--- config.mk ---
export PLATFORM = sky130hd
export DESIGN_NAME = tcp_timer_control
export DESIGN_NICKNAME = d
export VERILOG_FILES = /design/src/design/tcp_pkg.sv /design/src/design/tcp_edge_sync.sv /design/src/design/tcp_timer_control.sv
export SDC_FILE = /design/constraint.sdc
export NUM_CORES = 1
export LEC_CHECK = 0
export BUFFER_PORTS_ARGS = -buffer_cell sky130_fd_sc_hd__buf_2
export CORE_MARGIN = 2
export CORE_UTILIZATION = 63
export DETAILED_ROUTE_END_ITERATION = 7
export PLACE_DENSITY = 0.95
export SKIP_LAST_GASP = 1
export SLEW_MARGIN = 20
export SYNTH_ARGS = -nofsm -noshare
export SYNTH_HDL_FRONTEND = slang
export SYNTH_SLANG_ARGS = --single-unit
--- constraint.sdc ---
create_clock -name clk_i -period 4.2 [get_ports clk_i]
set_input_delay 0.21 -clock clk_i [delete_from_list [all_inputs] [get_ports clk_i]]
set_output_delay 0.21 -clock clk_i [all_outputs]
set_load 0.005 [all_outputs]
--- src/design/tcp_pkg.sv ---
// Shared constants and carrier types for the timer run and capture control block.
// Assumes a single 125 MHz core clock and a synchronous active-high reset.
package tcp_pkg;

	// ----------------------------------------------------------------
	// Register indices (byte address is four times the index)
	// ----------------------------------------------------------------
	localparam logic [5:0] IDX_TIMER_ONE = 6'h10;
	localparam logic [5:0] IDX_TIMER_TWO = 6'h11;
	localparam logic [5:0] IDX_T3_LOW = 6'h12;
	localparam logic [5:0] IDX_T3_HIGH = 6'h13;
	localparam logic [5:0] IDX_CAP2_LOW = 6'h14;
	localparam logic [5:0] IDX_CAP2_HIGH = 6'h15;
	localparam logic [5:0] IDX_CLOCK_EDGE_CFG = 6'h16;
	localparam logic [5:0] IDX_RUN_CAPTURE_CTL = 6'h17;
	localparam logic [5:0] IDX_PERCAP_LOW = 6'h18;
	localparam logic [5:0] IDX_PERCAP_HIGH = 6'h19;
	localparam logic [5:0] IDX_PORT_B_DIR = 6'h1A;
	localparam logic [5:0] IDX_IRQ_STATUS = 6'h1B;
	localparam logic [5:0] IDX_IRQ_MASK = 6'h1C;

	// ----------------------------------------------------------------
	// Field positions and reset values
	// ----------------------------------------------------------------
	localparam int CFG_CASCADE_BIT = 3;
	localparam int PB_PWM1_BIT = 2;
	localparam int PB_PWM2_BIT = 3;
	localparam logic [7:0] CTL_RESET = 8'h00;
	localparam logic [7:0] CFG_RESET = 8'h00;
	localparam logic [7:0] DIR_RESET = 8'hFF;
	localparam int EV_W = 5;
	localparam int EV_CAP1 = 0;
	localparam int EV_CAP2 = 1;
	localparam int EV_OVF1 = 2;
	localparam int EV_OVF2 = 3;
	localparam int EV_T3_WRAP = 4;
	localparam logic [7:0] BYTE_ALL_ONES = 8'hFF;
	localparam logic [15:0] T3_MAX = 16'hFFFF;
	localparam logic [15:0] T3_START = 16'h0000;

	// ----------------------------------------------------------------
	// Carrier types
	// ----------------------------------------------------------------
	typedef struct packed {
		logic cap2_ovf;
		logic cap1_ovf;
		logic second_pwm_enable;
		logic first_pwm_enable;
		logic capture_or_period_select;
		logic timer_three_run;
		logic timer_two_run;
		logic timer_one_run;
	} tcp_ctl_s;

	typedef struct packed {
		logic out;
		logic oe;
	} tcp_pin_s;

endpackage : tcp_pkg

--- src/design/tcp_edge_sync.sv ---
// Three-stage synchroniser with a settled-level rising edge detector.
// Assumes the input is asynchronous to clk_i; rise_o is a one-cycle pulse.
`timescale 1ns/1ps
module tcp_edge_sync
(
	input wire logic clk_i,
	input wire logic rst_i,
	input wire logic async_i,
	output logic rise_o
);

	logic meta;
	logic stage_two;
	logic stage_three;
	logic settled;

	// Only the second stage reads the first, to keep metastability contained
	always_ff @(posedge clk_i)
	begin
		if (rst_i)
		begin
			meta <= 1'b0;
			stage_two <= 1'b0;
			stage_three <= 1'b0;
		end
		else
		begin
			meta <= async_i;
			stage_two <= meta;
			stage_three <= stage_two;
		end
	end

	// A change counts once stages two and three agree
	always_ff @(posedge clk_i)
	begin
		if (rst_i)
		begin
			settled <= 1'b0;
			rise_o <= 1'b0;
		end
		else
		begin
			if (stage_two == stage_three)
			begin
				settled <= stage_three;
			end
			rise_o <= (stage_two == stage_three) && stage_three && !settled;
		end
	end

endmodule : tcp_edge_sync

--- src/design/tcp_timer_control.sv ---
// Timer run control, capture registers, PWM pin steering and interrupts.
// Assumes an Avalon-MM master with byte addresses and one 125 MHz clock.
`timescale 1ns/1ps
module tcp_timer_control
#(
	parameter int ADDR_W = 8
)
(
	input wire logic clk_i,
	input wire logic rst_i,
	input wire logic [ADDR_W-1:0] avs_address,
	input wire logic avs_read,
	input wire logic avs_write,
	input wire logic [31:0] avs_writedata,
	input wire logic [3:0] avs_byteenable,
	output logic [31:0] avs_readdata,
	output logic avs_waitrequest,
	input wire logic capture_one_i,
	input wire logic capture_two_i,
	input wire logic first_pwm_level_i,
	input wire logic second_pwm_level_i,
	input wire logic first_port_latch_i,
	input wire logic second_port_latch_i,
	output tcp_pkg::tcp_pin_s first_pwm_pin_o,
	output tcp_pkg::tcp_pin_s second_pwm_pin_o,
	output logic irq_o
);
	import tcp_pkg::*;

	// Narrower addresses could not reach the register block, so refuse them at elaboration
	if (ADDR_W < 8)
	begin : g_bad_addr_w
		$error("ADDR_W must be at least 8");
	end

	// ----------------------------------------------------------------
	// State
	// ----------------------------------------------------------------
	tcp_ctl_s ctl;
	logic [7:0] cfg;
	logic [7:0] port_b_direction;
	logic [7:0] timer_one;
	logic [7:0] timer_two;
	logic [15:0] third_timer_count;
	logic [15:0] percap;
	logic [15:0] cap_two;
	logic unread_one;
	logic unread_two;
	logic [1:0] got_one;
	logic [1:0] got_two;
	logic [EV_W-1:0] irq_status;
	logic [EV_W-1:0] irq_mask;
	logic cap_one_rise;
	logic cap_two_rise;

	// ----------------------------------------------------------------
	// Bus decode
	// ----------------------------------------------------------------
	logic req;
	logic accept;
	logic aligned;
	logic [5:0] idx;
	logic wr_hit;
	logic rd_hit;
	logic [7:0] wbyte;

	assign req = avs_read || avs_write;
	// The access completes on the edge where waitrequest is already low
	assign accept = req && !avs_waitrequest;
	// A shift keeps the upper-bit test legal when ADDR_W is exactly 8
	assign aligned = (avs_address[1:0] == 2'b00) && ((avs_address >> 8) == '0);
	assign idx = avs_address[7:2];
	assign wr_hit = accept && avs_write && aligned && avs_byteenable[0];
	assign rd_hit = accept && avs_read && aligned;
	assign wbyte = avs_writedata[7:0];

	// One wait cycle per access, then release for the completing edge
	always_ff @(posedge clk_i)
	begin
		if (rst_i)
		begin
			avs_waitrequest <= 1'b1;
		end
		else
		begin
			avs_waitrequest <= !(req && avs_waitrequest);
		end
	end

	// ----------------------------------------------------------------
	// Capture inputs
	// ----------------------------------------------------------------
	tcp_edge_sync u_sync_one
	(
		.clk_i(clk_i),
		.rst_i(rst_i),
		.async_i(capture_one_i),
		.rise_o(cap_one_rise)
	);

	tcp_edge_sync u_sync_two
	(
		.clk_i(clk_i),
		.rst_i(rst_i),
		.async_i(capture_two_i),
		.rise_o(cap_two_rise)
	);

	logic cap1_mode;
	logic ev_cap1;
	logic ev_cap2;
	logic done_one;
	logic done_two;
	logic take_one;
	logic take_two;
	logic ovf_one;
	logic ovf_two;

	assign cap1_mode = ctl.capture_or_period_select;
	assign ev_cap1 = cap_one_rise && cap1_mode;
	assign ev_cap2 = cap_two_rise;
	// A read that finishes both bytes this cycle frees the register for a new capture
	assign done_one = (got_one[0] || (rd_hit && idx == IDX_PERCAP_LOW))
		&& (got_one[1] || (rd_hit && idx == IDX_PERCAP_HIGH));
	assign done_two = (got_two[0] || (rd_hit && idx == IDX_CAP2_LOW))
		&& (got_two[1] || (rd_hit && idx == IDX_CAP2_HIGH));
	assign take_one = ev_cap1 && (!unread_one || done_one);
	assign take_two = ev_cap2 && (!unread_two || done_two);
	assign ovf_one = ev_cap1 && !take_one;
	assign ovf_two = ev_cap2 && !take_two;

	// Capture-one bookkeeping; leaving capture mode forgets the unread state
	always_ff @(posedge clk_i)
	begin
		if (rst_i)
		begin
			unread_one <= 1'b0;
			got_one <= 2'b00;
		end
		else if (take_one)
		begin
			unread_one <= 1'b1;
			got_one <= 2'b00;
		end
		else if (!cap1_mode || (unread_one && done_one))
		begin
			unread_one <= 1'b0;
			got_one <= 2'b00;
		end
		else if (rd_hit && idx == IDX_PERCAP_LOW)
		begin
			got_one[0] <= 1'b1;
		end
		else if (rd_hit && idx == IDX_PERCAP_HIGH)
		begin
			got_one[1] <= 1'b1;
		end
	end

	// Capture-two bookkeeping
	always_ff @(posedge clk_i)
	begin
		if (rst_i)
		begin
			unread_two <= 1'b0;
			got_two <= 2'b00;
		end
		else if (take_two)
		begin
			unread_two <= 1'b1;
			got_two <= 2'b00;
		end
		else if (unread_two && done_two)
		begin
			unread_two <= 1'b0;
			got_two <= 2'b00;
		end
		else if (rd_hit && idx == IDX_CAP2_LOW)
		begin
			got_two[0] <= 1'b1;
		end
		else if (rd_hit && idx == IDX_CAP2_HIGH)
		begin
			got_two[1] <= 1'b1;
		end
	end

	// Shared pair: capture-one holder or Timer3 period, software writes it in period mode
	always_ff @(posedge clk_i)
	begin
		if (rst_i)
		begin
			percap <= T3_MAX;
			cap_two <= T3_START;
		end
		else
		begin
			if (take_one)
			begin
				percap <= third_timer_count;
			end
			else if (wr_hit && !cap1_mode && idx == IDX_PERCAP_LOW)
			begin
				percap[7:0] <= wbyte;
			end
			else if (wr_hit && !cap1_mode && idx == IDX_PERCAP_HIGH)
			begin
				percap[15:8] <= wbyte;
			end
			if (take_two)
			begin
				cap_two <= third_timer_count;
			end
		end
	end

	// ----------------------------------------------------------------
	// Control and configuration registers
	// ----------------------------------------------------------------
	// Overflow flags clear when written as zero; a new overflow in that cycle wins
	always_ff @(posedge clk_i)
	begin
		if (rst_i)
		begin
			ctl <= CTL_RESET;
			cfg <= CFG_RESET;
			port_b_direction <= DIR_RESET;
			irq_mask <= '0;
		end
		else
		begin
			if (wr_hit && idx == IDX_RUN_CAPTURE_CTL)
			begin
				ctl[5:0] <= wbyte[5:0];
				ctl.cap2_ovf <= ovf_two || (ctl.cap2_ovf && wbyte[7]);
				ctl.cap1_ovf <= ovf_one || (ctl.cap1_ovf && wbyte[6]);
			end
			else
			begin
				ctl.cap2_ovf <= ctl.cap2_ovf || ovf_two;
				ctl.cap1_ovf <= ctl.cap1_ovf || ovf_one;
			end
			if (wr_hit && idx == IDX_CLOCK_EDGE_CFG)
			begin
				cfg <= wbyte;
			end
			if (wr_hit && idx == IDX_PORT_B_DIR)
			begin
				port_b_direction <= wbyte;
			end
			if (wr_hit && idx == IDX_IRQ_MASK)
			begin
				irq_mask <= wbyte[EV_W-1:0];
			end
		end
	end

	// ----------------------------------------------------------------
	// Timers
	// ----------------------------------------------------------------
	logic cascade;
	logic t1_wrap;
	logic t3_wrap;

	assign cascade = cfg[CFG_CASCADE_BIT];
	assign t1_wrap = (timer_one == BYTE_ALL_ONES);
	// Capture mode lets Timer3 run the full 16 bits with no period limit
	assign t3_wrap = cap1_mode ? (third_timer_count == T3_MAX) : (third_timer_count == percap);

	// Timer1 and Timer2; a bus write to a count takes priority over counting
	always_ff @(posedge clk_i)
	begin
		if (rst_i)
		begin
			timer_one <= '0;
			timer_two <= '0;
		end
		else
		begin
			if (wr_hit && idx == IDX_TIMER_ONE)
			begin
				timer_one <= wbyte;
			end
			else if (ctl.timer_one_run)
			begin
				timer_one <= timer_one + 8'h01;
			end
			if (wr_hit && idx == IDX_TIMER_TWO)
			begin
				timer_two <= wbyte;
			end
			else if (cascade ? (ctl.timer_one_run && ctl.timer_two_run && t1_wrap)
				: ctl.timer_two_run)
			begin
				timer_two <= timer_two + 8'h01;
			end
		end
	end

	// Timer3 counts up and returns to zero at its limit
	always_ff @(posedge clk_i)
	begin
		if (rst_i)
		begin
			third_timer_count <= T3_START;
		end
		else if (wr_hit && idx == IDX_T3_LOW)
		begin
			third_timer_count[7:0] <= wbyte;
		end
		else if (wr_hit && idx == IDX_T3_HIGH)
		begin
			third_timer_count[15:8] <= wbyte;
		end
		else if (ctl.timer_three_run)
		begin
			third_timer_count <= t3_wrap ? T3_START : third_timer_count + 16'h0001;
		end
	end

	// ----------------------------------------------------------------
	// PWM pins and interrupts
	// ----------------------------------------------------------------
	// Direction bit set means input, so the pin drives while it is clear or while its PWM enable is set
	always_ff @(posedge clk_i)
	begin
		if (rst_i)
		begin
			first_pwm_pin_o <= '0;
			second_pwm_pin_o <= '0;
		end
		else
		begin
			first_pwm_pin_o.out <= ctl.first_pwm_enable ? first_pwm_level_i : first_port_latch_i;
			first_pwm_pin_o.oe <= ctl.first_pwm_enable || !port_b_direction[PB_PWM1_BIT];
			second_pwm_pin_o.out <= ctl.second_pwm_enable ? second_pwm_level_i
				: second_port_latch_i;
			second_pwm_pin_o.oe <= ctl.second_pwm_enable || !port_b_direction[PB_PWM2_BIT];
		end
	end

	logic [EV_W-1:0] events;

	always_comb
	begin
		events = '0;
		events[EV_CAP1] = take_one;
		events[EV_CAP2] = take_two;
		events[EV_OVF1] = ovf_one;
		events[EV_OVF2] = ovf_two;
		events[EV_T3_WRAP] = ctl.timer_three_run && t3_wrap && !(wr_hit && (idx == IDX_T3_LOW
			|| idx == IDX_T3_HIGH));
	end

	// Reading the status clears it, but an event in that same cycle survives
	always_ff @(posedge clk_i)
	begin
		if (rst_i)
		begin
			irq_status <= '0;
			irq_o <= 1'b0;
		end
		else
		begin
			irq_status <= ((rd_hit && idx == IDX_IRQ_STATUS) ? '0 : irq_status) | events;
			irq_o <= |(irq_status & irq_mask);
		end
	end

	// ----------------------------------------------------------------
	// Read data, sampled in the wait cycle so it stands at the completing edge
	// ----------------------------------------------------------------
	logic [7:0] rd_byte;

	always_comb
	begin
		rd_byte = 8'h00;
		case (idx)
			IDX_TIMER_ONE: rd_byte = timer_one;
			IDX_TIMER_TWO: rd_byte = timer_two;
			IDX_T3_LOW: rd_byte = third_timer_count[7:0];
			IDX_T3_HIGH: rd_byte = third_timer_count[15:8];
			IDX_CAP2_LOW: rd_byte = cap_two[7:0];
			IDX_CAP2_HIGH: rd_byte = cap_two[15:8];
			IDX_CLOCK_EDGE_CFG: rd_byte = cfg;
			IDX_RUN_CAPTURE_CTL: rd_byte = ctl;
			IDX_PERCAP_LOW: rd_byte = percap[7:0];
			IDX_PERCAP_HIGH: rd_byte = percap[15:8];
			IDX_PORT_B_DIR: rd_byte = port_b_direction;
			IDX_IRQ_STATUS: rd_byte = {3'b000, irq_status};
			IDX_IRQ_MASK: rd_byte = {3'b000, irq_mask};
			default: rd_byte = 8'h00;
		endcase
		if (!aligned)
		begin
			rd_byte = 8'h00;
		end
	end

	always_ff @(posedge clk_i)
	begin
		if (rst_i)
		begin
			avs_readdata <= '0;
		end
		else if (avs_read && avs_waitrequest)
		begin
			avs_readdata <= {24'h000000, rd_byte};
		end
	end

	// ----------------------------------------------------------------
	// Checks
	// ----------------------------------------------------------------
	logic t3_written;
	assign t3_written = wr_hit && (idx == IDX_T3_LOW || idx == IDX_T3_HIGH);

	AST_CAP2_OVF: assert property (@(posedge clk_i) disable iff (rst_i)
		ovf_two |=> ctl.cap2_ovf)
		else $error("capture two overflow flag not set");
	AST_CAP1_OVF: assert property (@(posedge clk_i) disable iff (rst_i)
		ovf_one |=> ctl.cap1_ovf)
		else $error("capture one overflow flag not set");
	AST_CAP2_HOLD: assert property (@(posedge clk_i) disable iff (rst_i)
		(ev_cap2 && unread_two && !done_two) |=> $stable(cap_two) && unread_two)
		else $error("capture two value replaced while unread");
	AST_PWM2_PIN: assert property (@(posedge clk_i) disable iff (rst_i)
		ctl.second_pwm_enable |=> second_pwm_pin_o.oe
		&& second_pwm_pin_o.out == $past(second_pwm_level_i))
		else $error("second pwm pin not driven by pwm");
	AST_PWM1_DIR: assert property (@(posedge clk_i) disable iff (rst_i)
		!ctl.first_pwm_enable |=> first_pwm_pin_o.oe == !$past(port_b_direction[PB_PWM1_BIT]))
		else $error("first pwm pin ignores direction bit");
	AST_T3_FREE: assert property (@(posedge clk_i) disable iff (rst_i)
		(cap1_mode && ctl.timer_three_run && !t3_written && third_timer_count == T3_MAX
		&& third_timer_count != percap) |=> third_timer_count == T3_START)
		else $error("timer three limited in capture mode");
	AST_T3_STOP: assert property (@(posedge clk_i) disable iff (rst_i)
		(!ctl.timer_three_run && !t3_written) |=> $stable(third_timer_count))
		else $error("timer three moved while stopped");
	AST_T2_GATE: assert property (@(posedge clk_i) disable iff (rst_i)
		(!ctl.timer_two_run && !(wr_hit && idx == IDX_TIMER_TWO)) |=> $stable(timer_two))
		else $error("timer two moved while its run bit is clear");
	AST_CASCADE_CARRY: assert property (@(posedge clk_i) disable iff (rst_i)
		(cascade && ctl.timer_one_run && ctl.timer_two_run && t1_wrap
		&& !(wr_hit && idx == IDX_TIMER_TWO)) |=> timer_two == $past(timer_two) + 8'h01)
		else $error("cascade carry lost");
	AST_T1_ALONE: assert property (@(posedge clk_i) disable iff (rst_i)
		(!cascade && ctl.timer_one_run && !(wr_hit && idx == IDX_TIMER_ONE))
		|=> timer_one == $past(timer_one) + 8'h01)
		else $error("timer one not counting");
	AST_RUN_WRITE: assert property (@(posedge clk_i) disable iff (rst_i)
		(wr_hit && idx == IDX_RUN_CAPTURE_CTL) |=> ctl[5:0] == $past(avs_writedata[5:0]))
		else $error("run bits not applied after write");

endmodule : tcp_timer_control

==> results.toml <==
[power_and_ir_drop]
power.density_nw_per_um2 = 379.0
switchingPower_uw = 758.4
leakage_nw = 2.910
p_seq_share_pct = 41.8
ir_worst_vdd_mv = 0.4113
internal_power_mw = 2.170
switching_share_pct = 25.89
power.share.clock_pct = 53.5
power_frac_comb_pct = 4.7

[worst_setup_path]
worstPathArrival_ns = 3.20
required_ns = 4.47
start_kind = "register"
crit_path_end_kind = "register"
setup.worst_path.class = "register to register"
reg2regPathDepth = 7
rrSetupSlack_ns = 1.27
worstPathMaxFanout = 21

[worst_hold_path]
hold_class = "input pin to register"
holdPathStages = 2

[drt]
wl_um = 20710
drc_errors = 0
first_pass_iters = 6
antenna_left = 0
via_per_inst = 6.873
via_count = 6454
avgRoutedWirePerCell_um = 22.05
drt_iter0_drc = 1106

[grt]
antenna_found_initial = 0
grtUsageTotal_pct = 34.85
grt.overflow.total = 0
first_global_vias = 6029
grt_max_degree = 105
grt_pass1_wl_um = 31550

[logic_synthesis]
synthTopCellsByArea = "dfxtp_1, mux2i_1, mux4_2, nor2_1, a211oi_1"
ys_seq_area_share_pct = 36.06
async_reset_ff_share_pct = 0
synth-edff-count = 0
yosysMostFrequentCell = "dfxtp_1"
ys_ff_latch = 128
syn_area_um2 = 7106
synth_top_area_share_pct = 36.06
ys_warn_count = 0
ys.flop_type = "dfxtp_1"
ys_types = 72
synthTopCellsByCount = "dfxtp_1, nor2_1, mux2i_1"
synthCells = 785
synth_area_leader_cell = "dfxtp_1"
syn_area_per_cell_um2 = 9.052

[timing]
max_freq_mhz = 341.4
tns_ns = 0
finalWorstPathRequiredPeriod_ns = 2.929
post-route-period-util_pct = 69.75
setup_viol = 0
finalHoldViolations = 0
fin_ws_ns = 1.271
slew_violations = 0
finalClockSkew_ns = 0.009226
holdWs_ns = 0.006937
worstMarginPinSlew_ns = 1.077
slew_headroom_pct = 28.22
rsz0062_at_grt = "false"

[status]
run_status = "finished, final reports clean"

[cts]
clk_path_buf_depth = 2
cts_resized = 0
cts_htree_levels = 4
cts_hold_buf = 3
cts.sinks = 128
cts_tree = "done"
clk_pin_slew_worst_paths_ns = 0.06
numCtsBuffers = 17
cts_setup_buffers = 0
clk_latency_ns = 0.44
root_buffer = "clkbuf_16"

[layout]
finish.utilization_pct = 70.66
multi_input_area_um2 = 4051
area_delta_synth_final_pct = 8.752
final_nets = 845
nFillCells = 724
antenna_cells = 0
drive_gt1_share_pct = 15.27
final-seq-area_um2 = 2562

[placed_design]
hpwl_um = 12500
pre_cts_slack_ns = 1.405
port_buffers = 40
place.gp.congestion = 0.9277

[job]
drv_cap = 0

[floorplanning]
core_um2 = 10940
num_rows = 38
ios = 92
die_h_um = 110.2
die-area_um2 = 12140
start_util_pct = 64.98
die_w_um = 110.2
## routing by layer
| metal | vias up | wire length, µm | share of wire [%] | GRT usage [%] |
|---|---|---|---|---|
| li1 | 2817 | - | - | - |
| met1 | 3020 | 7446 | 36 | 42.34 |
| met2 | 481 | 9182 | 44 | 51.49 |
| met3 | 136 | 2630 | 13 | 11.70 |
| met4 | 0 | 1446 | 7.0 | 25.00 |
| met5 | - | 0 | 0 | 0 |
## power by group through the flow
stage	Clock, mW	Sequential, mW	Combinational [mW]
after floorplan	0	1.25	0.110
after global placement	0	1.25	0.129
after detailed placement	0	1.25	0.130
after CTS	1.56	1.22	0.133
after global routing	1.61	1.22	0.146
final	1.57	1.22	0.138
## final timing paths
kind / startpoint / endpoint
max: cap1_mode / third_timer_count[14]
min: avs_read / avs_waitrequest
max reg2reg: cap1_mode / third_timer_count[14]
min reg2reg: u_sync_two.settled / u_sync_two.rise_o
## sequential cells by signal, summed over array words and instances (netlist names), 8 cells and up
register	cells
port_b_direction	8
timer_two	8
cap_two	16
timer_one	8
avs_readdata	8
third_timer_count	16
cfg	8
percap	16
## logic make-up after synthesis
family	after synthesis	synth area share (%)
flip-flops	128	36.06
XOR/XNOR	21	2.589
AO/OA/AOI/OAI	175	17.20
buffers and inverters	102	8.135
multiplexers	76	13.72
other	1	0.05278
AND/OR/NAND/NOR	277	21.36
adder cells (fa/ha/maj)	5	0.8804
## final cells by class
type | instances | area share (%)
Timing Repair Buffer | 49 | 3.595
Inverter | 12 | 0.5829
Tap cell | 140 | 2.267
Clock inverter | 15 | 2.461
Sequential cell | 128 | 33.16
Clock buffer | 17 | 5.505
Multi-Input combinational cell | 578 | 52.43
## critical path, cell delays in order, from the launching register on
cell	delay, ns
dfxtp_1	0.95
buf_4	0.32
a21o_1	0.10
nand3_1	0.07
a222oi_1	0.42
nand4_1	0.50
o311ai_0	0.26
a211oi_1	0.12
## placed cells by master, fill, tap and decap left out, types with 5 or more instances in the layout
master / count
dfxtp_1: 128
nor2_1: 94
mux2i_1: 58
nand2_1: 50
buf_2: 39
a211oi_1: 35
a21oi_1: 25
nand3_1: 25
conb_1: 24
nor2b_1: 22
o21ai_0: 22
nor3_1: 20
a22oi_1: 18
mux4_2: 17
clkbuf_16: 17
o21ai_1: 14
xnor2_1: 14
inv_1: 12
nand4_1: 9
a31oi_1: 9
nor3b_1: 7
xor2_1: 7
a21o_1: 7
inv_8: 7
buf_4: 7
and3_1: 6
a32oi_1: 6
o2bb2ai_1: 5
a2bb2oi_1: 5
ha_1: 5
## through the flow
step | cell area, µm² | power (mW) | std cells
2_1_floorplan | 7192 | 1.359 | 808
3_3_place_gp | 7082 | 1.379 | 904
3_5_place_dp | 7082 | 1.381 | 904
4_1_cts | 7727 | 2.919 | 939
5_1_grt | 7727 | 2.982 | 939
6_report | 7727 | 2.929 | 939
Note: power is estimated with default switching activity, not from simulation.
